**config.mk**
```make
export PLATFORM = sky130hd
export DESIGN_NAME = mp_device_flat
export DESIGN_NICKNAME = d
export VERILOG_FILES = /design/src/mp_pkg.sv /design/src/mp_link_if.sv /design/src/mp_device.sv /design/src/flat_wrapper.sv
export SDC_FILE = /design/constraint.sdc
export NUM_CORES = 1
export LEC_CHECK = 0
export BUFFER_PORTS_ARGS = -buffer_cell sky130_fd_sc_hd__buf_2
export CORE_AREA = 2 2 88 90
export CTS_CLUSTER_DIAMETER = 120
export DETAILED_ROUTE_END_ITERATION = 8
export DIE_AREA = 0 0 90 92
export GPL_TIMING_DRIVEN = 0
export PLACE_DENSITY = 0.72
export SLEW_MARGIN = 20
export SYNTH_ARGS = -nofsm -noshare
export SYNTH_HDL_FRONTEND = slang
export SYNTH_SLANG_ARGS = --single-unit
```
**constraint.sdc**
```tcl
create_clock -name clk_i -period 1.78 [get_ports clk_i]
set_input_delay 0.356 -clock clk_i [delete_from_list [all_inputs] [get_ports clk_i]]
set_output_delay 0.356 -clock clk_i [all_outputs]
set_load 0.02 [all_outputs]
```
**src/mp_pkg.sv**
```systemverilog
/*
 Shared constants and types for the memory protect / parity option and the
 CPU-side end that drives it. Assumes one 10 MHz clock shared by both ends.
*/
package mp_pkg;
   localparam int          ADDR_W          = 15;
   localparam int          WORD_W          = 16;
   localparam logic [5:0]  SELECT_CODE     = 6'h05;
   localparam logic [1:0]  INDIRECT_LIMIT  = 2'h3;
   localparam logic [1:0]  INDIRECT_RESET  = 2'h0;
   localparam int          PARITY_BIT      = 15;
   localparam logic [14:0] FENCE_RESET     = 15'h0000;
   localparam logic [14:0] LOWER_BOUND_JSB = 15'h0000;
   localparam logic [14:0] LOWER_BOUND_STD = 15'h0002;
   localparam int          CLK_HZ          = 10000000;
   localparam int          TPERIOD_NS      = 100;
   localparam int          TPERIOD_CYC     = (TPERIOD_NS * (CLK_HZ / 1000000) + 999) / 1000;
   localparam int          IOG_MIN_T       = 1;
   localparam int          IOG_MAX_T       = 5;
   typedef enum logic [2:0] {
      IO_NONE      = 3'h0,
      IO_SET_CTRL  = 3'h1,
      IO_SET_FLAG  = 3'h2,
      IO_CLR_FLAG  = 3'h3,
      IO_SKIP_SET  = 3'h4,
      IO_SKIP_CLR  = 3'h5,
      IO_LOAD_FNC  = 3'h6,
      IO_READ_VIO  = 3'h7
   } io_cmd_type;
   typedef enum logic [1:0] {
      HS_IDLE = 2'h0,
      HS_REQ  = 2'h1,
      HS_ACK  = 2'h3
   } irq_state_type;
endpackage

```
**src/mp_link_if.sv**
```systemverilog
/*
 Link between the protect option and its CPU / memory / MEMORY_MANAGEMENT_UNIT side.
 Assumes both ends share clk_i. Strobes and statuses are active low
 except skip_flag_o-equivalent skip_flag, which is active high.
*/
`timescale 1ns/100ps
interface mp_link_if;
   logic        fetch_n;
   logic        halt_on_parity_n;
   logic        indirect_inc_n;
   logic        io_group_special_n;
   logic        ir_store_n;
   logic        mem_exp_violation_n;
   logic        protect_check_strobe_n;
   logic        parity_error_n;
   logic        mem_read_n;
   logic        dma_freeze_in_n;
   logic        int_ack_n;
   logic [2:0]  io_cmd;
   logic [5:0]  io_select;
   logic [14:0] m_bus;
   logic [15:0] s_bus_in;
   logic [15:0] s_bus_out;
   logic        control_n;
   logic        flag_n;
   logic        irq_n;
   logic        protect_check_in_progress_n;
   logic        indirect_interrupt_allow_n;
   logic        violation_n;
   logic        clear_parity_indicator_n;
   logic        skip_flag;
   modport device (
      input  fetch_n, halt_on_parity_n, indirect_inc_n, io_group_special_n, ir_store_n,
      input  mem_exp_violation_n, protect_check_strobe_n, parity_error_n, mem_read_n,
      input  dma_freeze_in_n, int_ack_n, io_cmd, io_select, m_bus, s_bus_in,
      output s_bus_out, control_n, flag_n, irq_n, protect_check_in_progress_n,
      output indirect_interrupt_allow_n, violation_n, clear_parity_indicator_n, skip_flag
   );
   modport host (
      output fetch_n, halt_on_parity_n, indirect_inc_n, io_group_special_n, ir_store_n,
      output mem_exp_violation_n, protect_check_strobe_n, parity_error_n, mem_read_n,
      output dma_freeze_in_n, int_ack_n, io_cmd, io_select, m_bus, s_bus_in,
      input  s_bus_out, control_n, flag_n, irq_n, protect_check_in_progress_n,
      input  indirect_interrupt_allow_n, violation_n, clear_parity_indicator_n, skip_flag
   );
endinterface

```
**src/mp_device.sv**
```systemverilog
/*
 Memory protect and parity option, I/O select code 5.
 Assumes the CPU end holds each strobe for at least one clock.
*/
`timescale 1ns/100ps
module mp_device (
   input  wire logic                    clk_i,
   input  wire logic                    reset_i,
   mp_link_if.device                    link,
   output logic [mp_pkg::ADDR_W-1:0]    fence_o,
   output logic                         parity_enable_o
);
   import mp_pkg::*;

   ////////////////////////////////////////////////////////////////////////////
   function automatic logic in_protected(input logic [14:0] a, input logic [14:0] f,
                                         input logic jsb);
      logic [14:0] lo;
      lo = jsb ? LOWER_BOUND_JSB : LOWER_BOUND_STD;
      in_protected = (a >= lo) && (a < f);
   endfunction

   logic [1:0]  ind_q, ind_d;
   logic        ctrl_q, ctrl_d, flag_q, flag_d, flagb_q, flagb_d;
   logic        paren_q, paren_d, parerr_q, parerr_d, vio15_q, vio15_d;
   logic        evr_q, evr_d, mpv_q, mpv_d, meflg_q, meflg_d;
   logic        jsb_q, jsb_d, iogsel_q, iogsel_d, rd_q, rd_d;
   logic        pci_q, pci_d, resp_q, resp_d, skip_q, skip_d, irq_q, irq_d;
   logic [14:0] fence_q, fence_d, mpvr_q, mpvr_d, pvr_q, pvr_d;
   logic [15:0] sout_q, sout_d;
   logic        sel, viol_now, par_evt, ack;
   logic        allow_q, allow_d;
   io_cmd_type  cmd;

   ////////////////////////////////////////////////////////////////////////////
   always_comb begin
      cmd      = io_cmd_type'(link.io_cmd);
      sel      = (link.io_select == SELECT_CODE);
      ack      = !link.int_ack_n && irq_q;
      par_evt  = !link.parity_error_n && link.halt_on_parity_n && paren_q;
      ind_d    = ind_q;
      ctrl_d   = ctrl_q;
      flag_d   = flag_q;
      flagb_d  = flagb_q;
      paren_d  = paren_q;
      parerr_d = parerr_q;
      vio15_d  = vio15_q;
      evr_d    = evr_q;
      mpv_d    = mpv_q;
      meflg_d  = meflg_q;
      jsb_d    = jsb_q;
      iogsel_d = iogsel_q;
      fence_d  = fence_q;
      mpvr_d   = mpvr_q;
      pvr_d    = pvr_q;
      sout_d   = sout_q;
      skip_d   = 1'b0;
      resp_d   = 1'b0;
      rd_d     = !link.mem_read_n;
      pci_d    = !link.protect_check_strobe_n;
      if (!link.indirect_inc_n && ind_q != INDIRECT_LIMIT) begin
         ind_d = ind_q + 2'h1;
      end
      if (!link.ir_store_n && link.dma_freeze_in_n) begin
         jsb_d    = (link.s_bus_in[14:11] == 4'h3);
         iogsel_d = (link.s_bus_in[15:12] == 4'h8) && (link.s_bus_in[10] == 1'b1);
      end
      viol_now = 1'b0;
      if (!link.protect_check_strobe_n && in_protected(link.m_bus, fence_q, jsb_q)) begin
         viol_now = 1'b1;
      end
      if (!link.mem_exp_violation_n) begin
         viol_now = 1'b1;
         meflg_d  = 1'b1;
      end
      if (!link.io_group_special_n && iogsel_q && !sel && link.io_select != 6'h01) begin
         viol_now = 1'b1;
      end
      if (!link.fetch_n) begin
         ind_d = INDIRECT_RESET;
         jsb_d = 1'b0;
         iogsel_d = 1'b0;
         if (evr_q) begin
            mpvr_d = link.m_bus;
         end
      end
      if (rd_q && link.mem_read_n && paren_q) begin
         pvr_d = link.m_bus;
      end
      if (sel) begin
         unique case (cmd)
            IO_SET_CTRL: begin
               ctrl_d   = 1'b1;
               parerr_d = 1'b0;
               if (!flag_q) begin
                  evr_d = 1'b1;
               end
            end
            IO_SET_FLAG: paren_d = 1'b1;
            IO_CLR_FLAG: begin
               paren_d = 1'b0;
               flag_d  = 1'b0;
               flagb_d = 1'b0;
            end
            IO_SKIP_SET: skip_d = meflg_q;
            IO_SKIP_CLR: skip_d = !meflg_q;
            IO_LOAD_FNC: fence_d = link.s_bus_in[14:0];
            IO_READ_VIO: sout_d = parerr_q ? {vio15_q, pvr_q} : {1'b0, mpvr_q};
            IO_NONE: begin
            end
         endcase
      end
      // After the command decode, so a violation beats a clear-flag in the same cycle
      if (ctrl_q && viol_now) begin
         mpv_d   = 1'b1;
         flagb_d = 1'b1;
         flag_d  = 1'b1;
         evr_d   = 1'b0;
      end
      if (par_evt) begin
         parerr_d = 1'b1;
         vio15_d  = 1'b1;
         paren_d  = 1'b0;
         pvr_d    = link.m_bus;
         flagb_d  = 1'b1;
         flag_d   = 1'b1;
      end
      if (ack) begin
         flag_d  = 1'b0;
         flagb_d = 1'b0;
         mpv_d   = 1'b0;
         ind_d   = INDIRECT_RESET;
         ctrl_d  = 1'b0;
         resp_d  = 1'b1;
      end
      if (!link.fetch_n && !ctrl_q) begin
         mpv_d = 1'b0;
      end
      irq_d   = flag_d;
      allow_d = (ind_d == INDIRECT_LIMIT);
   end

   always_ff @(posedge clk_i) begin
      if (reset_i) begin
         ind_q <= INDIRECT_RESET;
         ctrl_q <= 1'b0;
         flag_q <= 1'b0;
         flagb_q <= 1'b0;
         paren_q <= 1'b1;
         parerr_q <= 1'b0;
         vio15_q <= 1'b0;
         evr_q <= 1'b1;
         mpv_q <= 1'b0;
         meflg_q <= 1'b0;
         jsb_q <= 1'b0;
         iogsel_q <= 1'b0;
         rd_q <= 1'b0;
         pci_q <= 1'b0;
         resp_q <= 1'b0;
         skip_q <= 1'b0;
         irq_q <= 1'b0;
         allow_q <= 1'b0;
         fence_q <= FENCE_RESET;
         mpvr_q <= FENCE_RESET;
         pvr_q <= FENCE_RESET;
         sout_q <= 16'h0000;
      end else begin
         ind_q <= ind_d;
         ctrl_q <= ctrl_d;
         flag_q <= flag_d;
         flagb_q <= flagb_d;
         paren_q <= paren_d;
         parerr_q <= parerr_d;
         vio15_q <= vio15_d;
         evr_q <= evr_d;
         mpv_q <= mpv_d;
         meflg_q <= meflg_d;
         jsb_q <= jsb_d;
         iogsel_q <= iogsel_d;
         rd_q <= rd_d;
         pci_q <= pci_d;
         resp_q <= resp_d;
         skip_q <= skip_d;
         irq_q <= irq_d;
         allow_q <= allow_d;
         fence_q <= fence_d;
         mpvr_q <= mpvr_d;
         pvr_q <= pvr_d;
         sout_q <= sout_d;
      end
   end

   ////////////////////////////////////////////////////////////////////////////
   // Status outputs are ground-true except skip and parity_enable_o
   assign link.control_n                   = !ctrl_q;
   assign link.flag_n                      = !flag_q;
   assign link.irq_n                       = !irq_q;
   assign link.protect_check_in_progress_n = !pci_q;
   assign link.indirect_interrupt_allow_n  = !allow_q;
   assign link.violation_n                 = !mpv_q;
   assign link.clear_parity_indicator_n    = !resp_q;
   assign link.skip_flag                   = skip_q;
   assign link.s_bus_out                   = sout_q;
   assign fence_o                          = fence_q;
   assign parity_enable_o                  = paren_q;
endmodule

```
**src/flat_wrapper.sv**
```systemverilog
// flat-port wrapper written by rule: the top's interface ports become plain ports
module mp_device_flat import mp_pkg::*;
  (clk_i, reset_i, fence_o, parity_enable_o, link_fetch_n, link_halt_on_parity_n, link_indirect_inc_n, link_io_group_special_n, link_ir_store_n, link_mem_exp_violation_n, link_protect_check_strobe_n, link_parity_error_n, link_mem_read_n, link_dma_freeze_in_n, link_int_ack_n, link_io_cmd, link_io_select, link_m_bus, link_s_bus_in, link_s_bus_out, link_control_n, link_flag_n, link_irq_n, link_protect_check_in_progress_n, link_indirect_interrupt_allow_n, link_violation_n, link_clear_parity_indicator_n, link_skip_flag);
  mp_link_if link_i ();
  input  wire logic clk_i;
  input  wire logic reset_i;
  output logic [mp_pkg::ADDR_W-1:0] fence_o;
  output logic parity_enable_o;
  input wire logic [$bits(link_i.fetch_n)-1:0] link_fetch_n;
  input wire logic [$bits(link_i.halt_on_parity_n)-1:0] link_halt_on_parity_n;
  input wire logic [$bits(link_i.indirect_inc_n)-1:0] link_indirect_inc_n;
  input wire logic [$bits(link_i.io_group_special_n)-1:0] link_io_group_special_n;
  input wire logic [$bits(link_i.ir_store_n)-1:0] link_ir_store_n;
  input wire logic [$bits(link_i.mem_exp_violation_n)-1:0] link_mem_exp_violation_n;
  input wire logic [$bits(link_i.protect_check_strobe_n)-1:0] link_protect_check_strobe_n;
  input wire logic [$bits(link_i.parity_error_n)-1:0] link_parity_error_n;
  input wire logic [$bits(link_i.mem_read_n)-1:0] link_mem_read_n;
  input wire logic [$bits(link_i.dma_freeze_in_n)-1:0] link_dma_freeze_in_n;
  input wire logic [$bits(link_i.int_ack_n)-1:0] link_int_ack_n;
  input wire logic [$bits(link_i.io_cmd)-1:0] link_io_cmd;
  input wire logic [$bits(link_i.io_select)-1:0] link_io_select;
  input wire logic [$bits(link_i.m_bus)-1:0] link_m_bus;
  input wire logic [$bits(link_i.s_bus_in)-1:0] link_s_bus_in;
  output wire logic [$bits(link_i.s_bus_out)-1:0] link_s_bus_out;
  output wire logic [$bits(link_i.control_n)-1:0] link_control_n;
  output wire logic [$bits(link_i.flag_n)-1:0] link_flag_n;
  output wire logic [$bits(link_i.irq_n)-1:0] link_irq_n;
  output wire logic [$bits(link_i.protect_check_in_progress_n)-1:0] link_protect_check_in_progress_n;
  output wire logic [$bits(link_i.indirect_interrupt_allow_n)-1:0] link_indirect_interrupt_allow_n;
  output wire logic [$bits(link_i.violation_n)-1:0] link_violation_n;
  output wire logic [$bits(link_i.clear_parity_indicator_n)-1:0] link_clear_parity_indicator_n;
  output wire logic [$bits(link_i.skip_flag)-1:0] link_skip_flag;
  assign link_i.fetch_n = link_fetch_n;
  assign link_i.halt_on_parity_n = link_halt_on_parity_n;
  assign link_i.indirect_inc_n = link_indirect_inc_n;
  assign link_i.io_group_special_n = link_io_group_special_n;
  assign link_i.ir_store_n = link_ir_store_n;
  assign link_i.mem_exp_violation_n = link_mem_exp_violation_n;
  assign link_i.protect_check_strobe_n = link_protect_check_strobe_n;
  assign link_i.parity_error_n = link_parity_error_n;
  assign link_i.mem_read_n = link_mem_read_n;
  assign link_i.dma_freeze_in_n = link_dma_freeze_in_n;
  assign link_i.int_ack_n = link_int_ack_n;
  assign link_i.io_cmd = link_io_cmd;
  assign link_i.io_select = link_io_select;
  assign link_i.m_bus = link_m_bus;
  assign link_i.s_bus_in = link_s_bus_in;
  assign link_s_bus_out = link_i.s_bus_out;
  assign link_control_n = link_i.control_n;
  assign link_flag_n = link_i.flag_n;
  assign link_irq_n = link_i.irq_n;
  assign link_protect_check_in_progress_n = link_i.protect_check_in_progress_n;
  assign link_indirect_interrupt_allow_n = link_i.indirect_interrupt_allow_n;
  assign link_violation_n = link_i.violation_n;
  assign link_clear_parity_indicator_n = link_i.clear_parity_indicator_n;
  assign link_skip_flag = link_i.skip_flag;
  mp_device u_core (.clk_i(clk_i), .reset_i(reset_i), .link(link_i), .fence_o(fence_o), .parity_enable_o(parity_enable_o));
endmodule
```
==> impl_metrics.yaml, run 1 <==
synth:
  yosysSeqAreaShare_pct: 46.2
  synth.area.top_cells: "dfxtp_1, mux2i_1, nand2_1, a21oi_1, ha_1"
  synthArstFlopShare_pct: 0
  synth_flop_cell: "dfxtp_1"
  yosys_warnings: 0
  synth_edf_count: 0
  ys_ff_latch: 78
  syn-cell-area_um2: 3380
  syn_nets: 462
  syn-instance-count: 393
  synth_top_area_share_pct: 46.2
  synth.avg_cell_area_um2: 8.61
  post-synth-top-area-cell: "dfxtp_1"
  synth.distinct_cells: 34
sta:
  final_max_slew_viol_count: 0
  rsz0062_at_grt: "true"
  fin_skew_ns: 0.0116
  slew_headroom_pct: 64.9
  setup_viol: 1
  worst_slack_ns: -0.0587
  layout_min_cycle_time_ns: 1.84
  final-hold-violation-count: 0
  fmax_mhz: 544
  worstMarginPinSlew_ns: 0.527
  period_share_pct: 103
cts:
  clk_path_buf_depth: 2
  hold_buffers: 0
  cts_tree: "yes"
  clk_pin_slew_ns: 0.08
  clock_latency_ns: 0.35
  numCtsBuffers: 9
  root_buffer: "clkbuf_8"
  clock_sink_count: 78
  cts_htree_levels: 3
cells_and_area:
  instances_no_fill: 604
  mostFrequentLayoutCell: "buf_2"
  final_nets: 566
  fin_area_um2: 4240
  layout-drive-gt1-share_pct: 26.3
  area_delta_synth_final_pct: 25.3
  layout_common_cells: "buf_2, dfxtp_1, nand2_1"
  num_antenna_cells: 0
floorplanning:
  fp.dieW_um: 90
  core_area_um2: 7450
  ios: 93
  rows: 32
  die_y_um: 92
  start_util_pct: 45.4
  die_area_um2: 8280
detailed_routing:
  vias: 3021
  viasPerCell: 5.00
  drtAntennaViolNets: 0
  route.detailed.drc: 0
  dr.pass1.iters: 4
  drt-total-wl_mm: 8.29
  wl_per_cell_um: 13.7
  initialDrtViolationCount: 186
grt:
  grt_overflow: 0
  antenna_found_initial: 0
  grt_use_total_pct: 20.1
  grt_pass1_vias: 2908
  grt_start_max_net_pins: 16
  grt_first_pass_wirelength_mm: 13.3
worst_setup_path:
  cp.required_ns: 2.03
  critPathArrivalTime_ns: 2.09
  worstSetupPathType: "register to register"
  critPathMaxFanout: 3
  crit_path_start_kind: "register"
  worstSetupEndpointType: "register"
placement:
  placed_area_um2: 3980
  hpwl_mm: 6.33
  place_inst: 586
  io_buffers: 91
  gp_congestion: 0.857
power_and_ir_drop:
  power.static_leakage_nw: 1.86
  vdd_drop_max_mv: 0.437
  power_mw: 3.55
  p_per_area_nw_per_um2: 839
worst_hold_path:
  hold_class: "input pin to register"
run:
  max-cap-violations: 0
run_status:
  status: "finished, violations left"
  failed_checks: "setup timing"
through the flow:
| step | worst slack, ns | util (%) | hold slack [ns] | TNS (ns) |
|---|---|---|---|---|
| global route | -0.108 | 56.9 | 0.165 | -0.216 |
| finish | -0.0587 | 56.9 | 0.173 | -0.0587 |
| floorplan | 0.0134 | - | 0.428 | 0 |
| CTS | -0.113 | 56.5 | 0.163 | -0.227 |
| global placement | -0.360 | 53.4 | 0.438 | -8.40 |
| detailed placement | -0.389 | 53.4 | 0.447 | -9.12 |
cell usage after synthesis, types with 2 or more instances:
| library cell | number |
|---|---|
| buf_2 | 3 |
| xnor2_1 | 2 |
| mux2i_1 | 31 |
| nor2_1 | 43 |
| nand3_1 | 3 |
| nand4_1 | 3 |
| a211oi_1 | 17 |
| clkbuf_1 | 17 |
| ha_1 | 16 |
| a31oi_1 | 2 |
| a21o_1 | 4 |
| nand2_1 | 65 |
| dfxtp_1 | 78 |
| a21oi_1 | 44 |
| nand2b_1 | 10 |
| nor4_1 | 4 |
| and3_1 | 2 |
| buf_4 | 2 |
| nand3b_1 | 5 |
| o21ai_0 | 3 |
| or4_1 | 2 |
| inv_1 | 25 |
worst max-delay path: stages, from the launching register on:
cell	delay (ns)
dfxtp_2	0.35
inv_1	0.05
ha_1	0.29
a21o_1	0.18
a31oi_1	0.18
o21ai_1	0.11
a211oi_2	0.30
o21ai_2	0.12
a21o_1	0.16
per-layer routing:
layer	track usage [%]	share of wire, %
met2	34.0	48
met4	10.6	2.3
met1	24.0	44
met3	4.19	5.1
met5	0	0
path summary, 6_finish.rpt:
path | from | endpoint | slack, ns | cells after the start
max | u_core.fence_o[2]$_SDFFE_PP0P_ | u_core.evr_q$_SDFFE_PP1P_ | -0.06 | 8
min | link_protect_check_strobe_n | u_core.pci_q$_SDFF_PP0_ | 0.17 | 2
max reg2reg | u_core.fence_o[2]$_SDFFE_PP0P_ | u_core.evr_q$_SDFFE_PP1P_ | -0.06 | 8
min reg2reg | u_core.pvr_q[2]$_SDFFE_PP0P_ | u_core.pvr_q[2]$_SDFFE_PP0P_ | 0.46 | 2
area by class of cell:
type,count,area (µm²)
multi-input combinational,268,1670
clock inverter,7,80.1
buffer,21,93.8
inverter,25,96.3
clock buffer,9,124
tap,102,128
timing repair buffer,94,478
sequential,78,1570
fill,696,3210
report_power, final:
group / switching (mW) / internal, mW
registers: 0.0343 / 1.80
logic: 0.214 / 0.148
clock network: 0.696 / 0.665
total: 0.944 / 2.61
logic make-up after synthesis:
| kind of cell | Yosys count | share of synthesized area (%) |
|---|---|---|
| xor+xnor | 2 | 0.518 |
| compound gates | 76 | 13.6 |
| buf+inv | 47 | 5.55 |
| mux | 31 | 9.18 |
| flops | 78 | 46.2 |
| simple gates | 143 | 19.1 |
| fa+ha+maj | 16 | 5.92 |
timing repair:
action                                  4_1_cts  5_1_grt
gates resized for setup                       5       10
buffers inserted                              1        2
pin swaps                                     5        4
hold endpoints to repair                      0        0
endpoints found under the setup margin       15       28
flip-flops by register name (all words and copies together) (netlist names), 2 cells and up:
name	flops
u_core.fence_o	15
u_core.link.s_bus_out	16
u_core.mpvr_q	15
u_core.ind_q	2
u_core.pvr_q	15
Note: power is estimated with default switching activity, not from simulation.
==> run 2, diff against run 1 <==
--- a/config.mk
+++ b/config.mk
@@ -11,7 +11,7 @@
 export DETAILED_ROUTE_END_ITERATION = 8
 export DIE_AREA = 0 0 90 92
 export GPL_TIMING_DRIVEN = 0
-export PLACE_DENSITY = 0.72
+export PLACE_DENSITY = 0.83
 export SLEW_MARGIN = 20
 export SYNTH_ARGS = -nofsm -noshare
 export SYNTH_HDL_FRONTEND = slang
==> run 2 against run 1 <==
Compared with the run above:
- the run still ends with setup timing left
- first-iteration DRC count grew 24%
- clock skew shrank 0.0046 ns
- sequential power about the same
- largest power group unchanged
- highest routed layer unchanged
==> impl_metrics.yaml, run 2 (synthesis gave the netlist of run 1 again) <==
worst_hold_path:
  hold_path_end: "u_core.rd_q$_SDFF_PP0_"
  min_delay_path_depth: 2
  hold_start: "link_mem_read_n"
  hold_class: "input pin to register"
cts:
  clk_path_buf_depth: 2
  clk_pin_slew_ns: 0.08
  hold_buffers: 0
  cts_tree: "yes"
  cts_htree_levels: 3
  clock_latency_ns: 0.35
  clock_sink_count: 78
  numCtsBuffers: 9
  root_buffer: "clkbuf_8"
placement:
  placed_area_um2: 3980
  hpwl_mm: 6.47
  gp_congestion: 0.851
  io_buffers: 91
floorplanning:
  start_util_pct: 45.4
  core_area_um2: 7450
  die_y_um: 92
  die_area_um2: 8280
  ios: 93
  fp.dieW_um: 90
  rows: 32
worst_setup_path:
  ff2ff_path_depth: 8
  critPathArrivalTime_ns: 2.06
  r2r-end: "u_core.evr_q$_SDFFE_PP1P_"
  worstSetupPathType: "register to register"
  r2r_setup_slack_ns: -0.03
  cp.required_ns: 2.03
  worstSetupEndpointType: "register"
  critPathMaxFanout: 3
  startpoint: "u_core.fence_o[2]$_SDFFE_PP0P_"
  r2r-start: "u_core.fence_o[2]$_SDFFE_PP0P_"
  crit_path_start_kind: "register"
grt:
  grt_first_pass_wirelength_mm: 14.1
  grt_overflow: 0
  grt_pass1_vias: 3010
  grt_start_max_net_pins: 14
  antenna_found_initial: 0
  grt_use_total_pct: 21.2
cells_and_area:
  fin_area_um2: 4300
  layout_common_cells: "buf_2, dfxtp_1, nand2_1"
  nFillCells: 673
  area_delta_synth_final_pct: 27.1
  largest_reg_flops: 16
  num_antenna_cells: 0
  mostFrequentLayoutCell: "buf_2"
  final_nets: 568
  layout-drive-gt1-share_pct: 28.0
sta:
  fin_skew_ns: 0.00701
  final_max_slew_viol_count: 0
  layout_min_cycle_time_ns: 1.81
  fmax_mhz: 554
  slew_headroom_pct: 62.7
  worst_slack_ns: -0.0261
  setup_tns_ns: -0.0261
  setup_viol: 1
  holdWs_ns: 0.166
  period_share_pct: 101
  final-hold-violation-count: 0
  rsz0062_at_grt: "true"
  worstMarginPinSlew_ns: 0.560
run:
  max-cap-violations: 0
power_and_ir_drop:
  clockPowerShare_pct: 40.1
  switching_share_pct: 24.7
  pwr-share-seq_pct: 49.7
  power.internal_mw: 2.77
  p_per_area_nw_per_um2: 857
  vdd_drop_max_mv: 0.415
  p_sw_uw: 908
  power.static_leakage_nw: 1.89
  comb_power_share_pct: 10.1
detailed_routing:
  dr.pass1.iters: 4
  route.detailed.drc: 0
  drtAntennaViolNets: 0
  drt-total-wl_mm: 8.60
  wl_per_cell_um: 14.2
  viasPerCell: 5.09
  vias: 3086
  initialDrtViolationCount: 230
run_status:
  failed_checks: "setup timing"
  status: "finished, violations left"
-- run 2: cell count changes in the layout (fill, tap and decap cells not counted), moves of 2 or more --
cell	previous run	this run
inv_6	3	0
buf_2	95	93
ha_2	0	3
clkbuf_2	2	4
ha_1	15	11
buf_4	5	7
clkinv_2	0	2
-- run 2: layer usage --
metal | up-vias | global-route usage [%] | share of wire, %
met5 | - | 0 | 0
met4 | 0 | 8.59 | 1.5
met3 | 14 | 4.11 | 7.1
met2 | 120 | 36.1 | 49
met1 | 1406 | 26.4 | 42
li1 | 1546 | - | -
-- run 2: final cells by class --
| type | instances | area [µm²] | share of cell area, % |
|---|---|---|---|
| repair buffers | 96 | 493 | 11.5 |
| clock buffers | 10 | 138 | 3.20 |
| well taps | 102 | 128 | 2.97 |
| inverters | 25 | 96.3 | 2.24 |
| plain buffers | 21 | 97.6 | 2.27 |
| multi-input cells | 268 | 1690 | 39.3 |
| flip-flops and latches | 78 | 1570 | 36.6 |
| clock inverters | 6 | 83.8 | 1.95 |
-- run 2: metrics by stage --
step,setup WS [ns],utilization [%],power (mW),std cells
6_report,-0.0261,57.7,3.68,606
5_1_grt,-0.0604,57.7,3.81,606
4_1_cts,-0.0450,57.1,3.68,606
3_5_place_dp,-0.374,53.4,2.23,586
3_3_place_gp,-0.319,53.4,2.21,586
2_1_floorplan,0.0134,-,2.07,393
-- run 2: what timing repair did --
item / CTS / global route
gates resized for setup: 8 / 15
endpoints found under the setup margin: 12 / 32
pin swaps: 3 / 3
buffers inserted: 4 / 1
-- run 2: power by group through the flow --
| stage | sequential [mW] | clock [mW] | combinational [mW] |
|---|---|---|---|
| floorplan | 1.86 | 0 | 0.210 |
| global placement | 1.86 | 0 | 0.344 |
| detailed placement | 1.87 | 0 | 0.359 |
| CTS | 1.83 | 1.48 | 0.368 |
| global route | 1.84 | 1.56 | 0.415 |
| finish | 1.83 | 1.48 | 0.373 |
-- run 2: worst max path at each step --
stage	end	slack, ns	depth (start not counted)
detailed placement	u_core.fence_o[11]$_SDFFE_PP0P_	-0.37	9
finish	u_core.evr_q$_SDFFE_PP1P_	-0.03	8
global placement	u_core.fence_o[1]$_SDFFE_PP0P_	-0.32	9
global route	u_core.evr_q$_SDFFE_PP1P_	-0.06	8
floorplan	u_core.mpv_q$_SDFFE_PP0P_	0.01	6
CTS	u_core.evr_q$_SDFFE_PP1P_	-0.05	8
-- run 2: worst max-delay path, cell delays in order (launching register included) --
cell and delay, ns:
dfxtp_2 0.35, inv_1 0.07, ha_4 0.21, a21o_1 0.17, a31oi_1 0.22, o21ai_1 0.12, a211oi_2 0.29, o21ai_2 0.11
a21o_1 0.16
